$ cat src/design/lptc_pkg.sv
package lptc_pkg;

    // ==========================================================
    // register map (byte addresses, one 32-bit word each)
    localparam logic [3:0] OFS_CONTROL = 4'h0;
    localparam logic [3:0] OFS_PRESCALE = 4'h4;
    localparam logic [3:0] OFS_COMPARE = 4'h8;
    localparam logic [3:0] OFS_COUNTER = 4'hC;

    // ==========================================================
    // control register fields
    localparam int CTRL_ENABLE_BIT = 0;
    localparam int CTRL_MODE_BIT = 1;
    localparam int CTRL_FREE_BIT = 2;
    localparam int CTRL_IRQ_EN_BIT = 3;
    localparam int CTRL_DMA_EN_BIT = 4;
    localparam int CTRL_PIN_SEL_LSB = 5;
    localparam int CTRL_FLAG_BIT = 7;
    localparam int CTRL_POL_BIT = 8;

    // ==========================================================
    // prescale register fields
    localparam int PSC_VALUE_LSB = 0;
    localparam int PSC_BYPASS_BIT = 4;
    localparam int PSC_CLK_SEL_LSB = 5;

    // ==========================================================
    // reset values
    localparam logic [31:0] RST_CONTROL = 32'h00000000;
    localparam logic [3:0] RST_PSC_VALUE = 4'h0;
    localparam logic RST_BYPASS = 1'b0;
    localparam logic [1:0] RST_CLK_SEL = 2'h0;
    localparam logic [31:0] RST_COMPARE = 32'h00000000;

    typedef enum logic {
        MODE_TIME,
        MODE_PULSE
    } mode_t;

    // whole block state, registered as one word
    typedef struct packed {
        logic enable;
        mode_t mode;
        logic free_run;
        logic irq_en;
        logic dma_en;
        logic [1:0] pin_sel;
        logic pol;
        logic flag;
        logic [3:0] psc_val;
        logic bypass;
        logic [1:0] clk_sel;
        logic [31:0] compare;
        logic [31:0] count;
        logic [15:0] psc_cnt;
        logic [15:0] filt_cnt;
        logic filt_lvl;
        logic src_prev;
        logic pin_prev;
        logic wreq;
        logic [31:0] rdata;
        logic irq;
        logic trig;
        logic dma;
    } state_t;

endpackage : lptc_pkg

$ cat src/design/low_power_timer_counter.sv
// Added by the designer: the Avalon-MM slave port and the register addresses.
`timescale 1ns/1ps

// Contract
// - once enabled, counter starts at zero and counts up to the compare value
// - compare flag sets on the increment after count equals compare
// - each compare event gives one trigger pulse as well as the flag
// - interrupt asserted while flag set and interrupt enable on
// - disabling stops counting and forces the counter to zero
// - free-running counter passes compare without clearing, still flagging it, and wraps only on overflow
// - without free-running, counter clears when the flag sets
// - bypass picks the raw source clock (time mode) or raw pulse input (pulse mode), else the prescaler/filter output, as count clock
// - time mode prescale code n divides source by 2^(n+1)
// - pulse mode filter code n needs 2^n stable samples; code 0 unsupported
// - two-bit select picks one of four pulse inputs
// - polarity picks active-high or active-low pulse input
// - input select and polarity only matter in pulse mode
// - mode bit picks time counter or pulse counter
// - two-bit clock select picks one of four source clocks
// - dma enable lets the compare event raise a dma request
// - software reads the live counter value
module low_power_timer_counter
    import lptc_pkg::*;
(
    input wire logic core_clk_i,
    input wire logic reset_i,
    input wire logic [3:0] avs_address_i,
    input wire logic avs_read_i,
    input wire logic avs_write_i,
    input wire logic [31:0] avs_writedata_i,
    input wire logic [3:0] avs_byteenable_i,
    output logic [31:0] avs_readdata_o,
    output logic avs_waitrequest_o,
    input wire logic [3:0] src_clk_i,
    input wire logic [3:0] pulse_in_i,
    output logic irq_o,
    output logic trigger_o,
    output logic dma_req_o
);

    // ==========================================================
    // helpers

    // all-ones mask of k bits, saturating at 16
    function automatic logic [15:0] low_mask(input logic [4:0] k);
        logic [16:0] v;
        v = (17'h00001 << k) - 17'h00001;
        return v[15:0];
    endfunction : low_mask

    // merge write data into an old word by byte lane
    function automatic logic [31:0] merge_be(input logic [31:0] old, input logic [31:0] wd, input logic [3:0] be);
        logic [31:0] r;
        r = old;
        for (int i = 0; i < 4; i++) begin
            if (be[i]) begin
                r[i*8 +: 8] = wd[i*8 +: 8];
            end
        end
        return r;
    endfunction : merge_be

    function automatic logic [31:0] ctrl_image(input state_t st);
        logic [31:0] r;
        r = 32'h00000000;
        r[CTRL_ENABLE_BIT] = st.enable;
        r[CTRL_MODE_BIT] = (st.mode == MODE_PULSE);
        r[CTRL_FREE_BIT] = st.free_run;
        r[CTRL_IRQ_EN_BIT] = st.irq_en;
        r[CTRL_DMA_EN_BIT] = st.dma_en;
        r[CTRL_PIN_SEL_LSB +: 2] = st.pin_sel;
        r[CTRL_FLAG_BIT] = st.flag;
        r[CTRL_POL_BIT] = st.pol;
        return r;
    endfunction : ctrl_image

    function automatic logic [31:0] psc_image(input state_t st);
        logic [31:0] r;
        r = 32'h00000000;
        r[PSC_VALUE_LSB +: 4] = st.psc_val;
        r[PSC_BYPASS_BIT] = st.bypass;
        r[PSC_CLK_SEL_LSB +: 2] = st.clk_sel;
        return r;
    endfunction : psc_image

    // ==========================================================
    // state

    localparam state_t STATE_RST = '{
        enable: RST_CONTROL[CTRL_ENABLE_BIT],
        mode: MODE_TIME,
        free_run: RST_CONTROL[CTRL_FREE_BIT],
        irq_en: RST_CONTROL[CTRL_IRQ_EN_BIT],
        dma_en: RST_CONTROL[CTRL_DMA_EN_BIT],
        pin_sel: RST_CONTROL[CTRL_PIN_SEL_LSB +: 2],
        pol: RST_CONTROL[CTRL_POL_BIT],
        flag: 1'b0,
        psc_val: RST_PSC_VALUE,
        bypass: RST_BYPASS,
        clk_sel: RST_CLK_SEL,
        compare: RST_COMPARE,
        count: 32'h00000000,
        psc_cnt: 16'h0000,
        filt_cnt: 16'h0000,
        filt_lvl: 1'b0,
        src_prev: 1'b0,
        pin_prev: 1'b0,
        wreq: 1'b1,
        rdata: 32'h00000000,
        irq: 1'b0,
        trig: 1'b0,
        dma: 1'b0
    };

    state_t s_r;
    state_t s_nxt;
    logic [31:0] wimg;
    logic src_lvl;
    logic src_tick;
    logic pin_lvl;
    logic inc;
    logic set_flag;
    logic clr_flag;
    logic wr_fire;
    logic [15:0] filt_lim;

    // ==========================================================
    // next-state logic
    always_comb begin
        s_nxt = s_r;
        wimg = 32'h00000000;
        inc = 1'b0;
        set_flag = 1'b0;
        clr_flag = 1'b0;
        s_nxt.trig = 1'b0;

        // source clocks are plain levels here; a rising edge is one count tick
        src_lvl = src_clk_i[s_r.clk_sel];
        src_tick = src_lvl & ~s_r.src_prev;
        s_nxt.src_prev = src_lvl;

        // polarity folds an active-low input into a rising active edge
        pin_lvl = pulse_in_i[s_r.pin_sel] ^ s_r.pol;
        s_nxt.pin_prev = pin_lvl;

        // code 0 has no filter setting of its own; it behaves as code 1
        filt_lim = (s_r.psc_val == 4'h0) ? low_mask(5'd1) : low_mask({1'b0, s_r.psc_val});

        // tick generation per mode
        if (s_r.mode == MODE_TIME) begin
            if (s_r.bypass) begin
                inc = src_tick;
            end else if (src_tick) begin
                if (s_r.psc_cnt == low_mask({1'b0, s_r.psc_val} + 5'd1)) begin
                    s_nxt.psc_cnt = 16'h0000;
                    inc = 1'b1;
                end else begin
                    s_nxt.psc_cnt = s_r.psc_cnt + 16'h0001;
                end
            end
        end else begin
            if (s_r.bypass) begin
                inc = pin_lvl & ~s_r.pin_prev;
            end else begin
                // filtered level moves only after 2^n differing samples in a row
                if (src_tick) begin
                    if (pin_lvl == s_r.filt_lvl) begin
                        s_nxt.filt_cnt = 16'h0000;
                    end else if (s_r.filt_cnt == filt_lim) begin
                        s_nxt.filt_cnt = 16'h0000;
                        s_nxt.filt_lvl = pin_lvl;
                    end else begin
                        s_nxt.filt_cnt = s_r.filt_cnt + 16'h0001;
                    end
                end
                inc = s_nxt.filt_lvl & ~s_r.filt_lvl;
            end
        end

        // counter core; disabled keeps everything parked at zero
        if (!s_r.enable) begin
            s_nxt.count = 32'h00000000;
            s_nxt.psc_cnt = 16'h0000;
            s_nxt.filt_cnt = 16'h0000;
            s_nxt.filt_lvl = 1'b0;
            s_nxt.flag = 1'b0;
        end else if (inc) begin
            if (s_r.count == s_r.compare) begin
                set_flag = 1'b1;
                s_nxt.trig = 1'b1;
                s_nxt.count = s_r.free_run ? s_r.count + 32'h00000001 : 32'h00000000;
            end else begin
                s_nxt.count = s_r.count + 32'h00000001;
            end
        end

        // bus slave: one wait state, then write commits and read data stands
        wr_fire = avs_write_i & ~s_r.wreq;
        if ((avs_read_i | avs_write_i) & s_r.wreq) begin
            s_nxt.wreq = 1'b0;
        end else begin
            s_nxt.wreq = 1'b1;
        end

        // read data is latched only for reads, so it stands until the next read answer
        if (avs_read_i & s_r.wreq) begin
            unique case (avs_address_i)
                OFS_CONTROL: s_nxt.rdata = ctrl_image(s_r);
                OFS_PRESCALE: s_nxt.rdata = psc_image(s_r);
                OFS_COMPARE: s_nxt.rdata = s_r.compare;
                OFS_COUNTER: s_nxt.rdata = s_r.count;
                default: s_nxt.rdata = 32'h00000000;
            endcase
        end

        if (wr_fire) begin
            unique case (avs_address_i)
                OFS_CONTROL: begin
                    wimg = merge_be(ctrl_image(s_r), avs_writedata_i, avs_byteenable_i);
                    s_nxt.enable = wimg[CTRL_ENABLE_BIT];
                    s_nxt.mode = wimg[CTRL_MODE_BIT] ? MODE_PULSE : MODE_TIME;
                    s_nxt.free_run = wimg[CTRL_FREE_BIT];
                    s_nxt.irq_en = wimg[CTRL_IRQ_EN_BIT];
                    s_nxt.dma_en = wimg[CTRL_DMA_EN_BIT];
                    s_nxt.pin_sel = wimg[CTRL_PIN_SEL_LSB +: 2];
                    s_nxt.pol = wimg[CTRL_POL_BIT];
                    clr_flag = avs_byteenable_i[CTRL_FLAG_BIT / 8] & avs_writedata_i[CTRL_FLAG_BIT];
                end
                OFS_PRESCALE: begin
                    wimg = merge_be(psc_image(s_r), avs_writedata_i, avs_byteenable_i);
                    s_nxt.psc_val = wimg[PSC_VALUE_LSB +: 4];
                    s_nxt.bypass = wimg[PSC_BYPASS_BIT];
                    s_nxt.clk_sel = wimg[PSC_CLK_SEL_LSB +: 2];
                end
                OFS_COMPARE: begin
                    s_nxt.compare = merge_be(s_r.compare, avs_writedata_i, avs_byteenable_i);
                end
                default: begin
                    wimg = 32'h00000000; // counter and holes ignore writes
                end
            endcase
        end

        // flag: a compare event in the clearing cycle still wins
        if (clr_flag) begin
            s_nxt.flag = 1'b0;
        end
        if (set_flag) begin
            s_nxt.flag = 1'b1;
        end

        // request outputs follow the next flag value, so they change in the same cycle as the flag, from flops
        s_nxt.irq = s_nxt.flag & s_nxt.irq_en;
        s_nxt.dma = s_nxt.flag & s_nxt.dma_en;
    end

    // ==========================================================
    // operating notes
    //
    // bus timing
    // - every access costs one wait cycle: the request edge drops waitrequest,
    //   the next edge accepts it and raises waitrequest again
    // - a write commits only at the accepting edge, never at the request edge,
    //   so a master that holds its request as required writes exactly once
    // - back to back accesses therefore take two cycles each; the cost is
    //   small against the slow count rates this block is meant for
    // - read data is captured at the request edge and stands until the next
    //   read answer; writes leave it alone so a late sampler still sees it
    //
    // counting
    // - source clocks and pulse pins are sampled as plain levels; a source
    //   must stay high and low for at least one core cycle each, or its edges
    //   are lost; this is the price of having a single clock in the block
    // - the edge history runs while disabled, so enabling never counts a
    //   level that was already high as a fresh edge, except in filtered pulse mode, where the filter restarts low and counts it
    // - switching mode or bypass while enabled may count one spurious edge;
    //   software should disable, reconfigure and then enable again
    // - the prescaler counts source edges and hands one increment on to the
    //   counter every 2^(n+1) of them
    // - the filter holds its level until the input has differed from it for
    //   2^n source ticks in a row; one matching tick restarts the run
    // - filter code 0 has no setting of its own and acts as code 1
    //
    // compare event
    // - the event is the increment taken while count equals compare, so the
    //   counter shows the compare value for a full count period first
    // - without free running the counter returns to zero on that increment;
    //   with it the counter passes on and wraps only after all ones
    // - without free running, a compare value of zero makes every increment an event
    //
    // flag and requests
    // - the flag is set by the event and cleared by writing one to it, or by
    //   disabling; an event in the clearing cycle wins so none is lost
    // - interrupt and dma requests are levels that follow the flag and their
    //   enables, registered so that every output comes from a flip-flop
    // - the trigger is a single-cycle pulse per event, independent of enables
    //
    // limitations
    // - byte lanes apply to writes only; reads return the whole word
    // - the counter register ignores writes; holes read zero

    // ==========================================================
    // state register
    always_ff @(posedge core_clk_i) begin
        if (reset_i) begin
            s_r <= STATE_RST;
        end else begin
            s_r <= s_nxt;
        end
    end

    // ==========================================================
    // outputs
    assign avs_readdata_o = s_r.rdata;
    assign avs_waitrequest_o = s_r.wreq;
    assign irq_o = s_r.irq;
    assign trigger_o = s_r.trig;
    assign dma_req_o = s_r.dma;

endmodule : low_power_timer_counter

$ cat config.mk
export PLATFORM = sky130hd
export DESIGN_NAME = low_power_timer_counter
export DESIGN_NICKNAME = d
export VERILOG_FILES = /design/src/design/lptc_pkg.sv /design/src/design/low_power_timer_counter.sv
export SDC_FILE = /design/constraint.sdc
export NUM_CORES = 1
export LEC_CHECK = 0
export BUFFER_PORTS_ARGS = -buffer_cell sky130_fd_sc_hd__clkbuf_2
export CORE_MARGIN = 2
export CORE_UTILIZATION = 25
export DETAILED_ROUTE_END_ITERATION = 8
export SLEW_MARGIN = 20
export SYNTH_ARGS = -nofsm -noshare
export SYNTH_HDL_FRONTEND = slang
export SYNTH_SLANG_ARGS = --single-unit
$ cat constraint.sdc
create_clock -name core_clk_i -period 4.4 [get_ports core_clk_i]
set_input_delay 0.44 -clock core_clk_i [delete_from_list [all_inputs] [get_ports core_clk_i]]
set_output_delay 0.44 -clock core_clk_i [all_outputs]
set_load 0.01 [all_outputs]
# Yosys cells after proc, flatten, opt, wreduce, memory -nomap -nowiden
# Cells that the tools add are included.
# totals
ram_bits	0
latchBits	0
output_inout_bits	36
mem_bits_ro	0
n_memories	0
regBits	151
in_bits	52
word_cells	114
# classes
shifts	2
bitwise	18
order_cmp	2
addsub	6
n_reduce_logical	14
n_eq_ne	9
mux	37
multipliers	0
n_div	0
# ops
cell	n
case mux 32 bit (4 select lines)	1
2-to-1 mux 16 bit	4
2-to-1 mux 32 bit	2
2-to-1 mux 17 bit	3
adder 16 x 1 -> 16 bit, second input constant	2
adder 32 x 1 -> 32 bit, second input constant	1
== test 16 bit	2
== test 32 bit	1
subtractor 16 x 1 -> 16 bit, second input constant	2
AND reduction 3 bit	9
2-to-1 mux 7 bit	3
2-to-1 mux 1 bit	20
left shift 1 x 4 -> 16 bit, first input constant	1
left shift 1 x 5 -> 16 bit, first input constant	1
2-to-1 mux 5 bit	2
AND 1 bit	9
== test 4 bit, second input constant	2
logical NOT 4 bit	2
inverter 1 bit	7
< comparator 2 x 3 -> 1 bit, second input constant	2
adder 4 x 1 -> 5 bit, second input constant	1
binary-select mux 1 bit (select 2 bit)	2
== test 4 x 3 -> 1 bit, second input constant	1
AND reduction 2 bit	2
6 further kinds	6

# Logic depth before layout (Yosys ltp)
# logic_depth
depth_word	16
depth_mapped	15
ltp_nobuf	11

# Least setup slack after synthesis
# Ideal clock, no wire load.
# synth_timing
path_kind	register to register
from	reg s_r[139] (netlist name)
to	reg s_r[87] (netlist name)
path_stages_with_launch	15
n_path_buf	4
setup_ns	0.066
synth_period_minus_slack_ns	3.643
t_arrival_ns	3.577
slack_ns	0.757
required_ns	4.334
path_cell_list	dfxtp_1 > buf_6 > or4b_1 > buf_2 > ha_1 > clkbuf_1 > and4b_1 > o221ai_1 > o2111ai_1 > nor4b_1 > a41oi_2 > and2_4 > buf_6 > or4_4 > a21oi_2
# synth_via
elab_chain_len	12
word_cells_on_any_way	20
cone_classes	3 x add/sub; 2 x eq/ne; 2 x shift; 11 x mux; 1 x bitwise; 1 x reduce/logical
# synth_rtl
element	line_no	text
from (decl)	low_power_timer_counter.sv:115	state_t s_r;
from (signal assigned)	low_power_timer_counter.sv:308	s_r <= s_nxt;
left shift 1 x 4 -> 16 bit	low_power_timer_counter.sv:47	v = (17'h00001 << k) - 17'h00001;
subtractor 16 x 1 -> 16 bit	low_power_timer_counter.sv:47	
2-to-1 mux 16 bit	low_power_timer_counter.sv:147	filt_lim = (s_r.psc_val == 4'h0) ? low_mask(5'd1) : low_mask({1'b0, s_r.psc_val});
== test 16 bit	low_power_timer_counter.sv:169	end else if (s_r.filt_cnt == filt_lim) begin
2-to-1 mux 1 bit	low_power_timer_counter.sv:169	
2-to-1 mux 1 bit	low_power_timer_counter.sv:167	if (pin_lvl == s_r.filt_lvl) begin
2-to-1 mux 17 bit	low_power_timer_counter.sv:166	if (src_tick) begin
2-to-1 mux 17 bit	low_power_timer_counter.sv:162	if (s_r.bypass) begin
2-to-1 mux 17 bit	low_power_timer_counter.sv:150	if (s_r.mode == MODE_TIME) begin
AND 1 bit	low_power_timer_counter.sv:176	inc = s_nxt.filt_lvl & ~s_r.filt_lvl;
2-to-1 mux 1 bit	low_power_timer_counter.sv:162	
2-to-1 mux 1 bit *	low_power_timer_counter.sv:150	
# Mark *: on every way between the ends. The rest lies on a longest branch, timed or not. The select of a mux whose other input is x is not followed.
# A chain may end at the register's enable or synchronous reset.

# Final worst setup path
# layout_timing
from	reg s_r[140] (netlist name)
to	reg s_r[102] (netlist name)
# Same word-level chain as after synthesis.

==> metrics.md <==
| Metric | Value |
|---|---|
| RSZ-0062 raised after global routing | `no` |
| Critical Path End Type | `flip-flop` |
| TritonCTS clock tree | `yes` |
| Asr flop ratio synth | `0%` |
| Initial drt markers | `480` |
| Leakage power | `3.35 nW` |
| Min cycle time layout | `3.91 ns` |
| GPL Wtd Cong | `0.878` |
| Seq/Total Area, Yosys | `36.0%` |
| Storage element area | `3020 um2` |
| Cell taking the most area after synthesis | `dfxtp_1` |
| Skew-Pair Late Insertion Delay | `0.44 ns` |
| Cells after Synth | `1024` |
| Starting Density | `25.2%` |
| Worst min-delay path class | `in -> reg` |
| Skew final | `0.0124 ns` |
| Drt via density | `4.90` |
| DR pass1 iterations | `5` |
| Post-cts sizing count | `0` |
| Fmax | `256 MHz` |
| VDD IR max | `0.275 mV` |
| Fin Setup TNS | `0 ns` |
| Vias in the first global route | `6944` |
| Synth Flop Type | `dfxtp_1` |
| EDFF count, synth | `0` |
| Slew margin rel. | `44.1%` |
| Max Slew Vio Count | `0` |
| H-tree depth | `4` |
| CP max stage delay | `0.57 ns` |
| Area contributors post-synth | `dfxtp_1 (36%), nor2_1 (7.0%), mux2i_1 (6.0%)` |
| Chip width | `187 um` |
| CP required | `4.77 ns` |
| CTS Buf Count | `17` |
| Max cap viols | `0` |
| First-pass GRT wire length | `39000 um` |
| Startpoint Class | `flip-flop` |
| Rows | `67` |
| Area Overhead vs Synth | `15.8%` |
| Slowest cell on crit path | `a2111oi_1` |
| Placement Cell Area | `9100 um2` |
| Worst-path clk slew | `0.07 ns` |
| Critical Path AT | `4.28 ns` |
| Yosys top cell area share | `36.0%` |
| Final hold violation count | `0` |
| Clk sink count | `151` |
| Core Area | `33300 um2` |
| Largest net degree at the start of global routing | `81` |
| Top cell by count, worst path | `buf_4` |
| Post-route cell area | `9710 um2` |
| Filler cells | `3586` |
| Port-buffer cells | `87` |
| I/O Pins | `88` |
| Mapped cell area | `8390 um2` |
| Wire length per cell | `16.1 um` |
| Clock tree buffer depth | `2` |
| Synth Area per Inst | `8.19 um2` |
| Synth cell types | `75` |
| Outcome | `finished clean` |
| Worst path buffer plus inverter count | `3` |
| CP max FO | `14` |
| Period utilization | `88.9%` |
| Multi-input logic area | `4760 um2` |
| Worst slew pin tran | `0.838 ns` |
| Via Count | `7423` |
| DIE HEIGHT | `187 um` |
| Delay-heaviest family, CP | `compound AO/OA/AOI/OAI gates` |
| Post-CTS Repair Setup Buffers | `0` |
| P per Cell Area | `310 nW/um2` |
| Final #Nets | `1111` |
| DRC | `0` |
| Root Driver | `clkbuf_16` |
| Worst-path cell chain | `buf_4, nor4_2, inv_1, ha_1, nor4bb_1, o211a_1, a211oi_1, a2111oi_1, nand4b_2, buf_4, a211oi_2, or3b_1, a21oi_1` |
| Final count of negative-setup-slack endpoints | `0` |
| Worst setup path category | `reg -> reg` |
| Yosys reg bits | `151` |
| Initial antenna violation count | `1` |
| Die footprint | `35000 um2` |
| Routed wire length | `24400 um` |
| GRT overflow | `0` |
| Ys Warns | `0` |
| Hold-fix buffers, CTS | `0` |
| DP Wirelength | `18000 um` |
| Overall Global Routing Usage | `14.0%` |
| Post-Syn Nets | `1081` |
| Layout cell share with drive strength beyond 1 | `17.2%` |
| Post-route ant nets | `0` |
## registers in the layout (all words and copies together), names as in the netlist
signal             flops
dma_req_o              1
avs_waitrequest_o      1
avs_readdata_o        32
trigger_o              1
s_r                  115
irq_o                  1
## path summary, 6_finish.rpt
check | start | end | slack (ns) | depth (start not counted)
max | s_r[140]$_SDFFE_PP0P_ | s_r[102]$_SDFFE_PP0P_ | 0.49 | 13
max reg2reg | s_r[140]$_SDFFE_PP0P_ | s_r[102]$_SDFFE_PP0P_ | 0.49 | 13
min reg2reg | avs_readdata_o[29]$_SDFFE_PP0P_ | avs_readdata_o[29]$_SDFFE_PP0P_ | 0.49 | 2
min | avs_writedata_i[27] | s_r[130]$_SDFFE_PP0P_ | 0.23 | 3
## worst min-delay path: stages
cell      delay, ns
clkbuf_2       0.07
mux2i_1        0.05
nor2_1         0.07
## per-layer routing
metal	vias up	wire [um]	GRT usage (%)
met5	-	0	0
met4	0	366	3.72
met3	22	776	2.38
met2	137	11800	23.4
met1	3598	11500	18.5
li1	3666	-	-
## kinds of logic after synthesis
| kind of cell | count (synthesis) | share of synthesized area (%) |
|---|---|---|
| simple gates | 398 | 23.8 |
| xor+xnor | 69 | 7.21 |
| fa+ha+maj | 5 | 0.746 |
| flops | 151 | 36.0 |
| buf+inv | 126 | 7.53 |
| compound gates | 222 | 18.2 |
| mux | 52 | 6.50 |
| other cells | 1 | 0.0447 |
## per-stage QoR
step                      std cells  setup WS (ns)  power, W  hold slack [ns]  util, %
after global routing           1516          0.184   0.00311            0.228     29.2
after global placement         1483          0.691   0.00150            0.470     27.3
final                          1516          0.490   0.00301            0.231     29.2
after detailed placement       1483          0.578   0.00150            0.474     27.3
after floorplan                1024          0.757   0.00145            0.456        -
after CTS                      1515          0.538   0.00304            0.212     29.2
## final cells by class
type                            instances  area share (%)
Clock inverter                         14            1.88
Multi-Input combinational cell        747            49.0
Tap cell                              448            5.77
Clock buffer                           18            4.42
Sequential cell                       151            31.1
Timing Repair Buffer                  115            6.91
Inverter                               22           0.850
Antenna cell                            1          0.0258
## power by group
group | switching [W] | internal [W] | total (W)
registers | 0.00000296 | 0.00137 | 0.00137
logic | 0.0000606 | 0.0000324 | 0.0000930
clock network | 0.000682 | 0.000863 | 0.00154
total | 0.000746 | 0.00226 | 0.00301
## cells in the final DEF, fill, tap and decap left out, types with 9 or more instances in the layout
cell type	count
nor2_1	155
dfxtp_1	151
clkbuf_2	86
a21oi_1	80
nand2_1	61
xnor2_1	52
mux2i_1	50
nand3_1	42
a22oi_1	40
buf_4	26
inv_1	22
and3_1	22
o21ai_0	22
nand4_1	22
xor2_1	17
clkbuf_16	17
or3_1	14
a31oi_1	14
and2_1	11
nor4_1	9
nor2b_1	9
## synthesized netlist by cell type (7+ instances only)
cell type    n
and2_1      11
a22oi_1     40
and3_1      22
o21ai_0     22
nand2_1     61
xor2_1      17
mux2i_1     50
inv_1       22
a21oi_1     80
nor2_1     156
dfxtp_1    151
nor2b_1      9
clkbuf_1    49
xnor2_1     52
a31oi_1     14
nand4_1     22
buf_2       16
buf_4       33
or3_1       14
nand3_1     42
nor4_1      10
nor3_1       7
(Power assumes the default switching activity.)
